### config.mk
export PLATFORM = sky130hd
export DESIGN_NAME = serial_status_flags
export DESIGN_NICKNAME = d
export VERILOG_FILES = /design/src/logic/serial_pkg.sv /design/src/logic/bit_rate_divider.sv /design/src/logic/serial_status_flags.sv
export VERILOG_INCLUDE_DIRS = /design/src /design/src/logic
export SDC_FILE = /design/constraint.sdc
export NUM_CORES = 1
export LEC_CHECK = 0
export ABC_CLOCK_PERIOD_IN_PS = 7470
export BUFFER_PORTS_ARGS = -buffer_cell sky130_fd_sc_hd__clkbuf_2
export CAP_MARGIN = 40
export CORE_ASPECT_RATIO = 0.75
export CORE_MARGIN = 5
export CORE_UTILIZATION = 55
export DETAILED_ROUTE_END_ITERATION = 6
export PLACE_DENSITY = 0.89
export SYNTH_ARGS = -nofsm -noshare
export SYNTH_HDL_FRONTEND = slang
export SYNTH_SLANG_ARGS = --single-unit
### constraint.sdc
create_clock -name clk -period 7.47 [get_ports clk]
set_clock_uncertainty 0.1 [all_clocks]
set_input_delay 0.747 -clock clk [delete_from_list [all_inputs] [get_ports clk]]
set_output_delay 0.747 -clock clk [all_outputs]
set_load 0.005 [all_outputs]
### src/logic/serial_status_defines.svh
`ifndef SERIAL_STATUS_DEFINES_SVH
`define SERIAL_STATUS_DEFINES_SVH

// Register byte addresses
`define SER_STATUS_ADDR 16'hff84
`define SER_CTRL_ADDR 16'hff88
`define SER_TXDATA_ADDR 16'hff8c
`define SER_RXDATA_ADDR 16'hff90
`define SER_IRQSTAT_ADDR 16'hff94
`define SER_IRQMASK_ADDR 16'hff98

// Status register field positions
`define ST_TX_REG_EMPTY_FLAG 7
`define ST_RX_REG_FULL_FLAG 6
`define ST_OVERRUN_ERR_FLAG 5
`define ST_FER 4
`define ST_PER 3
`define ST_TX_END_FLAG 2
`define ST_MPB 1
`define ST_TX_MULTIPROC_BIT 0
`define STATUS_RESET 8'h84
`define TX_REG_EMPTY_FLAG_RESET 1'b1
`define TX_END_FLAG_RESET 1'b1

// Control register field positions
`define CT_RE 0
`define CT_TE 1
`define CT_PAREN 2
`define CT_ODD 3
`define CT_MPFMT 4
`define CT_TIE 5
`define CTRL_RESET 8'h00

// Interrupt status and mask fields
`define IRQ_TXEMPTY 0
`define IRQ_TXEND 1
`define IRQ_RXFULL 2
`define IRQ_RXERR 3

// Bit timing
`define CLK_HZ 20000000
`define BAUD_HZ 1000000
`define BIT_CYCLES (`CLK_HZ / `BAUD_HZ)

`endif

### src/logic/serial_pkg.sv
package serial_pkg;

   typedef enum logic [1:0] {TX_IDLE, TX_SHIFT} txState_e;
   typedef enum logic [1:0] {RX_IDLE, RX_START, RX_DATA} rxState_e;

   typedef struct packed {
      logic [7:0] ctrl;
      logic [7:0] txData;
      logic [7:0] rxData;
      logic tx_reg_empty_flag;
      logic rx_reg_full_flag;
      logic overrun_err_flag;
      logic framing_err_flag;
      logic parity_err_flag;
      logic tx_end_flag;
      logic rx_multiproc_bit;
      logic tx_multiproc_bit;
      logic [4:0] rdOne;
      logic [3:0] irqStat;
      logic [3:0] irqMask;
      txState_e txState;
      logic [10:0] txShift;
      logic [3:0] txCnt;
      rxState_e rxState;
      logic [10:0] rxShift;
      logic [3:0] rxCnt;
      logic [31:0] prdata;
      logic pready;
      logic pslverr;
      logic txd;
      logic irq;
      logic txEmptyIrq;
   } state_s;

endpackage

### src/logic/bit_rate_divider.sv
`timescale 1ns/1ps
`include "serial_status_defines.svh"

module bit_rate_divider
#(
   parameter int DIV = `BIT_CYCLES
)
(
   input wire logic clk,
   input wire logic nrst,
   input wire logic restart,
   input wire logic halfStart,
   output logic tick
);
   localparam logic [15:0] LAST = 16'(DIV - 1);
   localparam logic [15:0] HALF = 16'(DIV - 1 - DIV / 2);

   logic [15:0] cnt_ff;

   // A half preset lets the receiver sample each bit near its centre
   always_ff @(posedge clk or negedge nrst)
   begin
      if (!nrst)
      begin
         cnt_ff <= 16'h0000;
         tick <= 1'b0;
      end
      else if (restart)
      begin
         cnt_ff <= halfStart ? HALF : 16'h0000;
         tick <= 1'b0;
      end
      else if (cnt_ff >= LAST)
      begin
         cnt_ff <= 16'h0000;
         tick <= 1'b1;
      end
      else
      begin
         cnt_ff <= cnt_ff + 16'h0001;
         tick <= 1'b0;
      end
   end

endmodule

### src/logic/serial_status_flags.sv
`timescale 1ns/1ps
`include "serial_status_defines.svh"

module serial_status_flags
(
   input wire logic clk,
   input wire logic nrst,
   input wire logic psel,
   input wire logic penable,
   input wire logic pwrite,
   input wire logic [15:0] paddr,
   input wire logic [31:0] pwdata,
   output logic [31:0] prdata,
   output logic pready,
   output logic pslverr,
   input wire logic rxd,
   output logic txd,
   output logic txEmptyIrq,
   output logic irq
);
   localparam serial_pkg::state_s RST_STATE = '{
      ctrl: `CTRL_RESET,
      tx_reg_empty_flag: `TX_REG_EMPTY_FLAG_RESET,
      tx_end_flag: `TX_END_FLAG_RESET,
      txState: serial_pkg::TX_IDLE,
      rxState: serial_pkg::RX_IDLE,
      txd: 1'b1,
      default: '0
   };

   serial_pkg::state_s st_ff;
   serial_pkg::state_s nxt_st;

   logic txTick;
   logic rxTick;
   logic txRestart;
   logic rxRestart;
   logic setupCycle;
   logic accessDone;
   logic [7:0] statusByte;
   logic [3:0] frameLen;
   logic [3:0] txLen;
   logic [10:0] rxBits;
   logic [7:0] rxByte;
   logic rxParBit;
   logic rxMpBit;
   logic rxStopBit;
   logic parityBad;
   logic [3:0] idx;
   logic [3:0] events;

   bit_rate_divider #(.DIV(`BIT_CYCLES)) txDiv
   (
      .clk(clk),
      .nrst(nrst),
      .restart(txRestart),
      .halfStart(1'b0),
      .tick(txTick)
   );

   bit_rate_divider #(.DIV(`BIT_CYCLES)) rxDiv
   (
      .clk(clk),
      .nrst(nrst),
      .restart(rxRestart),
      .halfStart(1'b1),
      .tick(rxTick)
   );

   assign prdata = st_ff.prdata;
   assign pready = st_ff.pready;
   assign pslverr = st_ff.pslverr;
   assign txd = st_ff.txd;
   assign irq = st_ff.irq;
   assign txEmptyIrq = st_ff.txEmptyIrq;

   always_comb
   begin
      nxt_st = st_ff;
      txRestart = 1'b0;
      rxRestart = 1'b0;
      events = 4'h0;
      idx = 4'h0;
      rxBits = st_ff.rxShift;
      rxByte = 8'h00;
      rxParBit = 1'b0;
      rxMpBit = 1'b0;
      rxStopBit = 1'b1;
      parityBad = 1'b0;

      statusByte = {st_ff.tx_reg_empty_flag, st_ff.rx_reg_full_flag, st_ff.overrun_err_flag, st_ff.framing_err_flag, st_ff.parity_err_flag,
         st_ff.tx_end_flag, st_ff.rx_multiproc_bit, st_ff.tx_multiproc_bit};
      // Data bits, optional parity, optional multiprocessor bit, one stop bit
      frameLen = 4'd9 + {3'b000, st_ff.ctrl[`CT_PAREN]} + {3'b000, st_ff.ctrl[`CT_MPFMT]};
      txLen = frameLen + 4'd1;
      setupCycle = psel && !penable;
      accessDone = psel && penable && st_ff.pready;

      // Zero wait states: the answer is ready in the first access cycle
      nxt_st.pready = setupCycle;
      if (setupCycle)
      begin
         nxt_st.pslverr = 1'b0;
         unique case (paddr)
            `SER_STATUS_ADDR: nxt_st.prdata = {24'h00_0000, statusByte};
            `SER_CTRL_ADDR: nxt_st.prdata = {24'h00_0000, st_ff.ctrl};
            `SER_TXDATA_ADDR: nxt_st.prdata = {24'h00_0000, st_ff.txData};
            `SER_RXDATA_ADDR: nxt_st.prdata = {24'h00_0000, st_ff.rxData};
            `SER_IRQSTAT_ADDR: nxt_st.prdata = {28'h000_0000, st_ff.irqStat};
            `SER_IRQMASK_ADDR: nxt_st.prdata = {28'h000_0000, st_ff.irqMask};
            default:
            begin
               nxt_st.prdata = 32'h0000_0000;
               nxt_st.pslverr = 1'b1;
            end
         endcase
      end
      else if (accessDone)
      begin
         nxt_st.pslverr = 1'b0;
      end

      // Software clears are applied first so a hardware set later in the cycle wins
      if (accessDone && !pwrite && paddr == `SER_STATUS_ADDR)
      begin
         nxt_st.rdOne = st_ff.rdOne | statusByte[7:3];
      end
      if (accessDone && pwrite)
      begin
         unique case (paddr)
            `SER_STATUS_ADDR:
            begin
               if (!pwdata[`ST_TX_REG_EMPTY_FLAG] && st_ff.rdOne[4])
               begin
                  nxt_st.tx_reg_empty_flag = 1'b0;
                  nxt_st.tx_end_flag = 1'b0;
                  nxt_st.rdOne[4] = 1'b0;
               end
               if (!pwdata[`ST_RX_REG_FULL_FLAG] && st_ff.rdOne[3])
               begin
                  nxt_st.rx_reg_full_flag = 1'b0;
                  nxt_st.rdOne[3] = 1'b0;
               end
               if (!pwdata[`ST_OVERRUN_ERR_FLAG] && st_ff.rdOne[2])
               begin
                  nxt_st.overrun_err_flag = 1'b0;
                  nxt_st.rdOne[2] = 1'b0;
               end
               if (!pwdata[`ST_FER] && st_ff.rdOne[1])
               begin
                  nxt_st.framing_err_flag = 1'b0;
                  nxt_st.rdOne[1] = 1'b0;
               end
               if (!pwdata[`ST_PER] && st_ff.rdOne[0])
               begin
                  nxt_st.parity_err_flag = 1'b0;
                  nxt_st.rdOne[0] = 1'b0;
               end
               nxt_st.tx_multiproc_bit = pwdata[`ST_TX_MULTIPROC_BIT];
            end
            `SER_CTRL_ADDR: nxt_st.ctrl = pwdata[7:0];
            `SER_TXDATA_ADDR:
            begin
               // The transfer controller writes here on a tx-empty request
               nxt_st.txData = pwdata[7:0];
               nxt_st.tx_reg_empty_flag = 1'b0;
               nxt_st.tx_end_flag = 1'b0;
            end
            `SER_RXDATA_ADDR:
            begin
            end
            `SER_IRQSTAT_ADDR: nxt_st.irqStat = st_ff.irqStat & ~pwdata[3:0];
            `SER_IRQMASK_ADDR: nxt_st.irqMask = pwdata[3:0];
            default:
            begin
            end
         endcase
      end

      // Transmitter
      unique case (st_ff.txState)
         serial_pkg::TX_IDLE:
         begin
            nxt_st.txd = 1'b1;
            if (st_ff.ctrl[`CT_TE] && !st_ff.tx_reg_empty_flag)
            begin
               // Start bit goes out now, the rest follows on bit ticks
               nxt_st.txd = 1'b0;
               nxt_st.txCnt = 4'd0;
               nxt_st.txShift = 11'h7ff;
               nxt_st.txShift[7:0] = st_ff.txData;
               idx = 4'd8;
               if (st_ff.ctrl[`CT_PAREN])
               begin
                  nxt_st.txShift[idx] = ^st_ff.txData ^ st_ff.ctrl[`CT_ODD];
                  idx = idx + 4'd1;
               end
               if (st_ff.ctrl[`CT_MPFMT])
               begin
                  nxt_st.txShift[idx] = st_ff.tx_multiproc_bit;
               end
               // Tx end was cleared by the write that emptied tx_reg_empty_flag, unless TE was off or a frame ended in that same cycle
               nxt_st.tx_reg_empty_flag = 1'b1;
               events[`IRQ_TXEMPTY] = 1'b1;
               txRestart = 1'b1;
               nxt_st.txState = serial_pkg::TX_SHIFT;
            end
         end
         serial_pkg::TX_SHIFT:
         begin
            if (txTick)
            begin
               if (st_ff.txCnt == txLen - 4'd1)
               begin
                  nxt_st.txd = 1'b1;
                  nxt_st.txState = serial_pkg::TX_IDLE;
                  if (st_ff.tx_reg_empty_flag)
                  begin
                     nxt_st.tx_end_flag = 1'b1;
                     events[`IRQ_TXEND] = 1'b1;
                  end
               end
               else
               begin
                  nxt_st.txd = st_ff.txShift[0];
                  nxt_st.txShift = {1'b1, st_ff.txShift[10:1]};
                  nxt_st.txCnt = st_ff.txCnt + 4'd1;
               end
            end
         end
      endcase
      if (!st_ff.ctrl[`CT_TE])
      begin
         // Disabling the transmitter aborts a character in flight
         nxt_st.txState = serial_pkg::TX_IDLE;
         nxt_st.txd = 1'b1;
         nxt_st.tx_end_flag = 1'b1;
      end

      // Receiver
      unique case (st_ff.rxState)
         serial_pkg::RX_IDLE:
         begin
            if (st_ff.ctrl[`CT_RE] && !st_ff.parity_err_flag && !st_ff.framing_err_flag && !st_ff.overrun_err_flag && !rxd)
            begin
               rxRestart = 1'b1;
               nxt_st.rxState = serial_pkg::RX_START;
            end
         end
         serial_pkg::RX_START:
         begin
            if (rxTick)
            begin
               // A start bit gone high by mid-bit is a glitch, not a frame
               nxt_st.rxState = rxd ? serial_pkg::RX_IDLE : serial_pkg::RX_DATA;
               nxt_st.rxCnt = 4'd0;
            end
         end
         serial_pkg::RX_DATA:
         begin
            if (rxTick)
            begin
               rxBits[st_ff.rxCnt] = rxd;
               nxt_st.rxShift = rxBits;
               nxt_st.rxCnt = st_ff.rxCnt + 4'd1;
               if (st_ff.rxCnt == frameLen - 4'd1)
               begin
                  nxt_st.rxState = serial_pkg::RX_IDLE;
                  rxByte = rxBits[7:0];
                  idx = 4'd8;
                  if (st_ff.ctrl[`CT_PAREN])
                  begin
                     rxParBit = rxBits[idx];
                     parityBad = (^{rxByte, rxParBit}) != st_ff.ctrl[`CT_ODD];
                     idx = idx + 4'd1;
                  end
                  if (st_ff.ctrl[`CT_MPFMT])
                  begin
                     rxMpBit = rxBits[idx];
                     idx = idx + 4'd1;
                  end
                  rxStopBit = rxBits[idx];
                  if (st_ff.rx_reg_full_flag)
                  begin
                     nxt_st.overrun_err_flag = 1'b1;
                     events[`IRQ_RXERR] = 1'b1;
                  end
                  else
                  begin
                     nxt_st.rxData = rxByte;
                     if (st_ff.ctrl[`CT_MPFMT])
                     begin
                        nxt_st.rx_multiproc_bit = rxMpBit;
                     end
                     if (!rxStopBit)
                     begin
                        nxt_st.framing_err_flag = 1'b1;
                        events[`IRQ_RXERR] = 1'b1;
                     end
                     else if (parityBad)
                     begin
                        nxt_st.parity_err_flag = 1'b1;
                        events[`IRQ_RXERR] = 1'b1;
                     end
                     else
                     begin
                        nxt_st.rx_reg_full_flag = 1'b1;
                        events[`IRQ_RXFULL] = 1'b1;
                     end
                  end
               end
            end
         end
      endcase
      if (!st_ff.ctrl[`CT_RE])
      begin
         // Dropping receive enable abandons the frame; parity error cannot set and mp bit is held, other receive flags can still set this cycle
         nxt_st.rxState = serial_pkg::RX_IDLE;
         nxt_st.rx_multiproc_bit = st_ff.rx_multiproc_bit;
         nxt_st.parity_err_flag = nxt_st.parity_err_flag & st_ff.parity_err_flag;
      end

      // Sticky interrupt status, set wins over the write-one clear
      nxt_st.irqStat = nxt_st.irqStat | events;
      nxt_st.irq = |(nxt_st.irqStat & nxt_st.irqMask);
      nxt_st.txEmptyIrq = nxt_st.tx_reg_empty_flag && nxt_st.ctrl[`CT_TIE];
   end

   always_ff @(posedge clk or negedge nrst)
   begin
      if (!nrst)
      begin
         st_ff <= RST_STATE;
      end
      else
      begin
         st_ff <= nxt_st;
      end
   end

endmodule

==> impl_metrics.ini, run 1 <==
[placed_design]
dp_hpwl_mm = 10.04
pre_cts_slack_ps = 3866
io_buffers = 42
gp_congestion = 0.9393
dp_cells = 744

[critical_path]
startpoint_type = register
cp_top_family = simple AND/OR/NAND/NOR gates
crit_path_max_fanout = 25
crit_chain = inv_1 -> ha_1 -> and2_1 -> o211ai_1 -> nand2b_1 -> and2b_1 -> o2111ai_1 -> nand2_1
cp_num_buf_inv = 1
worst_r2r_path_depth = 8
crit_slowest_cell = and2_1
crit_arrival_ps = 3640
cpPeakStageDelay_ps = 760
worst_r2r_startpoint = st_ff[52]
crit_start = st_ff[52]
crit_end = st_ff[87]
cp.required_ps = 7710
cp.depth = 8
r2r-end = st_ff[87]
critPathKind = register to register
worstSetupEndpointType = register
r2r_slack_ps = 4070

[final_layout]
antenna_cells = 0
drive_gt1_frac = 0.1669
nNetsFinal = 690
fin_cells = 775
nFillCells = 793
area_growth_pct = 14.15

[sta]
relSlewSlack = 0.3506
fin_crit_ps = 3398
fin_setup_tns_ps = 0
grt_setup_unrepaired = no
max_freq_mhz = 294.3
worstMarginPinSlew_ps = 960.5
setup_slack_ps = 4072
setup_viol = 0
hold_slack_ps = 289.5
fin_crit_sh = 0.4549
final_max_slew_viol_count = 0
finalHoldViolCount = 0

[power]
power.density_mw_per_mm2 = 227.5
ir_worst_vdd_uv = 161.8
total_leakage_power_nw = 3.271

[global_route]
track_usage = 0.2332
grt_pass1_wl_mm = 23.56
grt_start_max_net_pins = 71
grt_overflow = 0
grt_pass1_vias = 4737
antenna_found_initial = 0

[hold_path]
hold_path.class = input pin to async pin

[synth]
syn-instance-count = 566
synth_edf_count = 0
synth_common_cells = dfrtp_1 (122), nor2_1 (50), nand2_1 (44)
yosysWarnings = 0
synth.distinct_cells = 64
yosys-top-cells-area = dfrtp_1 (51%), buf_4 (4.0%), mux2_2 (3.7%)
ys_seq_elements = 125
async_flop_share = 1.000
synth_area_per_cell_um2 = 10.66
synth_top_area_frac = 0.5061
synth_ff_type = dfrtp_1
synth.most_common_cell = dfrtp_1
yosysTopAreaCell = dfrtp_1
netlist_area_mm2 = 0.006032
yosysSeqAreaShare = 0.5192

[die]
ioPinCount = 91
die_w_um = 130.9
fp.coreArea_mm2 = 0.01082
initial_core_util = 0.5576
fp.dieH_um = 100.7
rows = 33
die_area_mm2 = 0.01318

[routing]
firstDrtPassIters = 6
finalWirelength_mm = 14.54
drcViolationCount = 0
detail_route.wl_per_cell_um = 18.75
first_iter_violations = 423
wl_met3_mm = 1.328
wl_met1_mm = 5.575
viasPerCell = 5.939
routed.top_layer = met4
drtAntennaViolNets = 0
met2WireLength_mm = 7.063
via_count = 4603

[cts]
ctsHoldBuffers = 0
clockBufferDepth = 2
tritoncts = yes
root_buffer = clkbuf_16
post_cts_buffers = 0
clk_pin_slew_ps = 50
ctsResizeCount = 0
numCtsBuffers = 17
clk-insertion-delay-late_ps = 410
htree_levels = 4
clock_sinks = 125

[run_status]
outcome = finished clean

[flow_run]
maxCapViolCount = 0
[layout by cell type (no fill, tap or decap), types with 4 or more instances in the layout]
cell type,Yosys,layout
clkbuf_2,0,41
nand3_1,17,17
nand2b_1,8,8
o31ai_1,5,5
clkbuf_16,0,17
nand2_1,44,44
xor2_1,8,8
nand3b_1,9,9
nor4_1,7,7
and2_1,9,9
nor3b_1,6,6
mux2_2,20,20
o21ai_0,38,38
nor4b_1,4,4
nand4_1,5,5
a22o_1,5,5
clkinv_2,0,4
inv_1,19,19
ha_1,13,13
conb_1,1,46
nor2_1,50,50
mux2i_1,18,18
dfrtp_1,122,122
o22ai_1,10,10
xnor2_1,18,18
a21oi_1,21,21
clkbuf_8,0,7
[logic make-up after synthesis]
family,count (synthesis),share of synthesized area
AOI/OAI and AO/OA,111,0.1184
muxes,39,0.06969
buffers and inverters,69,0.06430
other,1,0.0006217
DFF,125,0.5192
xor gates and xnor gates,27,0.04149
adders and majority gates,13,0.02697
and+or+nand+nor,181,0.1593
[worst min-delay path by stage]
stage                          from               to  cells after the start
finish                         nrst        st_ff[48]                      1
global route                   nrst        st_ff[81]                      1
CTS                            nrst        st_ff[47]                      1
detailed placement        st_ff[68]        st_ff[68]                      1
global placement    txDiv.cnt_ff[0]  txDiv.cnt_ff[0]                      1
floorplan           txDiv.cnt_ff[0]  txDiv.cnt_ff[0]                      1
[worst register-to-register path, stage by stage, from the launching register on]
cell and delay (ps):
dfrtp_1 400, inv_1 110, ha_1 240, and2_1 760, o211ai_1 450, nand2b_1 600, and2b_1 390, o2111ai_1 160
nand2_1 120
[flip-flops by register name, summed over array words and instances (netlist names)]
register      flops
st_ff            78
rxDiv.cnt_ff     16
txDiv.cnt_ff     16
prdata            8
irq               1
pready            1
pslverr           1
rxDiv.tick        1
txDiv.tick        1
txEmptyIrq        1
txd               1
[where the power goes]
group	internal, W	switching, W
Combinational	0.0000126	0.0000334
Sequential	0.000687	0.00000418
Clock	0.000549	0.000280
Total	0.00125	0.000317
[layer usage]
metal	vias to the layer above	track usage
met1	2250	0.2868
met5	-	0
li1	2053	-
met2	239	0.3704
met4	0	0.1186
met3	61	0.07468
[metrics by stage]
step,area [µm²],utilization,total power [W]
floorplan,6201,-,0.0007272
global placement,6280,0.5805,0.0007452
detailed placement,6280,0.5805,0.0007480
CTS,6885,0.6365,0.001576
global route,6885,0.6365,0.001619
finish,6885,0.6365,0.001566
[cell type report]
type / count / area, µm² / share of cell area
Sequential cell: 125 / 3132 / 0.4548
Multi-Input combinational cell: 417 / 2681 / 0.3894
Clock buffer: 25 / 525.5 / 0.07632
Timing Repair Buffer: 43 / 220.2 / 0.03198
Tap cell: 140 / 175.2 / 0.02544
Clock inverter: 6 / 80.08 / 0.01163
Inverter: 19 / 71.32 / 0.01036
Power figures use the tool's default switching activity.
==> run 2: changes to the inputs <==
Settings changed: ABC_AREA from default to 1, ABC_CLOCK_PERIOD_IN_PS 7470 to 3100, CORE_UTILIZATION 55 to 52, PLACE_DENSITY 0.89 to 0.88.
Clock period 7.47 ns to 3.1 ns, I/O delays scaled along.
==> impl_metrics.ini, run 2 <==
[run_status]
outcome = finished clean

[synth]
synth.distinct_cells = 55
async_flop_share = 1.000
synth.most_common_cell = nand2_1
yosys-top-cells-area = dfrtp_1 (48%), nand2_1 (12%), o21ai_0 (5.0%)
yosysWarnings = 0
yosysTopAreaCell = dfrtp_1
synth_top_area_frac = 0.4833
synth_ff_type = dfrtp_1
syn-instance-count = 751
synth_common_cells = nand2_1 (194), dfrtp_1 (122), inv_1 (82)
ys_seq_elements = 125
synth_area_per_cell_um2 = 8.412
synth_edf_count = 0
yosysSeqAreaShare = 0.4957
netlist_area_mm2 = 0.006317

[placed_design]
dp_hpwl_mm = 10.92
gp_congestion = 0.9599
post_dp_cell_area_mm2 = 0.006683
io_buffers = 42

[die]
die_w_um = 137.3
fp.dieH_um = 105.5
die_area_mm2 = 0.01448
rows = 34
ioPinCount = 91
fp.coreArea_mm2 = 0.01174
initial_core_util = 0.5380

[routing]
finalWirelength_mm = 15.13
via_count = 5346
detail_route.wl_per_cell_um = 15.17
viasPerCell = 5.362
drcViolationCount = 0
firstDrtPassIters = 5
drtAntennaViolNets = 0
first_iter_violations = 480

[power]
p_total_w = 0.003704
total_leakage_power_nw = 3.632
power.density_mw_per_mm2 = 509.8
ir_worst_vdd_uv = 442.8

[final_layout]
mostFrequentLayoutCell = nand2_1
nNetsFinal = 889
drive_gt1_frac = 0.1461
fin_area_mm2 = 0.007264
area_growth_pct = 14.99
reg_top3 = st_ff (78), rxDiv.cnt_ff (16), txDiv.cnt_ff (16)
final_cell_mix = nand2_1 (194), dfrtp_1 (122), inv_1 (82)
largest_register_ffs = 78
top_register = st_ff
nFillCells = 961
antenna_cells = 0

[cts]
clock_sinks = 125
htree_levels = 4
numCtsBuffers = 17
post_cts_buffers = 0
root_buffer = clkbuf_16
tritoncts = yes
clk-insertion-delay-late_ps = 420
clockBufferDepth = 2
clk_pin_slew_ps = 60

[critical_path]
cp_top_family = simple AND/OR/NAND/NOR gates
cp_num_buf_inv = 2
crit_chain = inv_1 -> ha_1 -> xor2_1 -> and3_1 -> nor2_1 -> nor2_2 -> clkinv_1 -> nand2_1 -> xor2_1 -> nor2_1
cpPeakStageDelay_ps = 450
critPathKind = register to register
crit_arrival_ps = 2840
crit_slowest_cell = ha_1
crit_path_max_fanout = 10
cp.required_ps = 3310
startpoint_type = register
worstSetupEndpointType = register

[sta]
final_max_slew_viol_count = 0
fin_crit_sh = 0.8487
relSlewSlack = 0.5716
fin_crit_ps = 2631
max_freq_mhz = 380.1
worstMarginPinSlew_ps = 626.4
setup_viol = 0
finalHoldViolCount = 0
grt_setup_unrepaired = no
fin_setup_tns_ps = 0

[global_route]
grt_pass1_vias = 5025
grt_start_max_net_pins = 40
grt_overflow = 0
grt_pass1_wl_mm = 24.87
antenna_found_initial = 0
track_usage = 0.2202

[flow_run]
maxCapViolCount = 0

[hold_path]
hold_path.class = input pin to register
## run 2: cell families (layout without fill, tap and decap cells)
group | Yosys count | after routing | share of synthesized area
and+or+nand+nor | 326 | 326 | 0.2292
xor gates and xnor gates | 17 | 17 | 0.02357
DFF | 125 | 125 | 0.4957
buffers and inverters | 134 | 173 | 0.1010
other | 1 | 46 | 0.0005936
adders and majority gates | 13 | 13 | 0.02575
AOI/OAI and AO/OA | 134 | 134 | 0.1224
muxes | 1 | 1 | 0.001782
## run 2: area by class of cell
cell class / instances / area (µm²) / area share
clock inverter: 14 / 132.6 / 0.01826
tap: 162 / 202.7 / 0.02790
multi-input combinational: 537 / 2716 / 0.3739
inverter: 92 / 349.1 / 0.04805
sequential: 125 / 3132 / 0.4311
clock buffer: 18 / 439.2 / 0.06045
timing repair buffer: 49 / 292.8 / 0.04030
## run 2: timing repair
| item | CTS | global route |
|---|---|---|
| endpoints found under the hold margin | 35 | 0 |
| resized for setup | 0 | 0 |
| hold buffers | 1 | 0 |
## run 2: worst paths after layout
kind	startpoint	to	slack (ps)	cells after the start
hold / removal	penable	pready	40	2
setup / recovery	st_ff[112]	st_ff[56]	470	10
max in group asynchronous	nrst	st_ff[112]	1770	4
hold reg to reg	st_ff[68]	st_ff[68]	360	2
min in group asynchronous	nrst	rxDiv.cnt_ff[8]	280	2
setup reg to reg	st_ff[112]	st_ff[56]	470	10
## run 2: worst reg2reg max path: cells and delay by family (launching register included)
family | cells | cell delay, ps
simple gates | 5 | 790
buf+inv | 2 | 450
fa+ha+maj | 1 | 450
flops | 1 | 400
xor+xnor | 2 | 330
## run 2: through the flow
| step | setup slack [ps] | instances | hold WS (ps) | utilization |
|---|---|---|---|---|
| finish | 469.1 | 997 | 42.95 | 0.6187 |
| global route | 208.9 | 997 | 48.33 | 0.6187 |
| CTS | 484.5 | 997 | 25.26 | 0.6187 |
| detailed placement | 508.4 | 964 | 192.5 | 0.5692 |
| global placement | 624.3 | 963 | 340.2 | 0.5675 |
| floorplan | 881.2 | 796 | -85.59 | - |
## run 2: power by group
part	switching [W]	total [W]	internal (W)	leakage, nW
clock	0.000799	0.00194	0.00114	0.280
sequential	0.00000499	0.00165	0.00165	1.54
combinational	0.0000821	0.000113	0.0000307	1.81
total	0.000886	0.00370	0.00282	3.63
## run 2: layer usage
layer,track usage,vias to the layer above,part of all wire
li1,-,2533,-
met1,0.3079,2540,0.44
met2,0.3296,246,0.46
met3,0.06381,27,0.091
met4,0.07479,0,0.015
met5,0,-,0
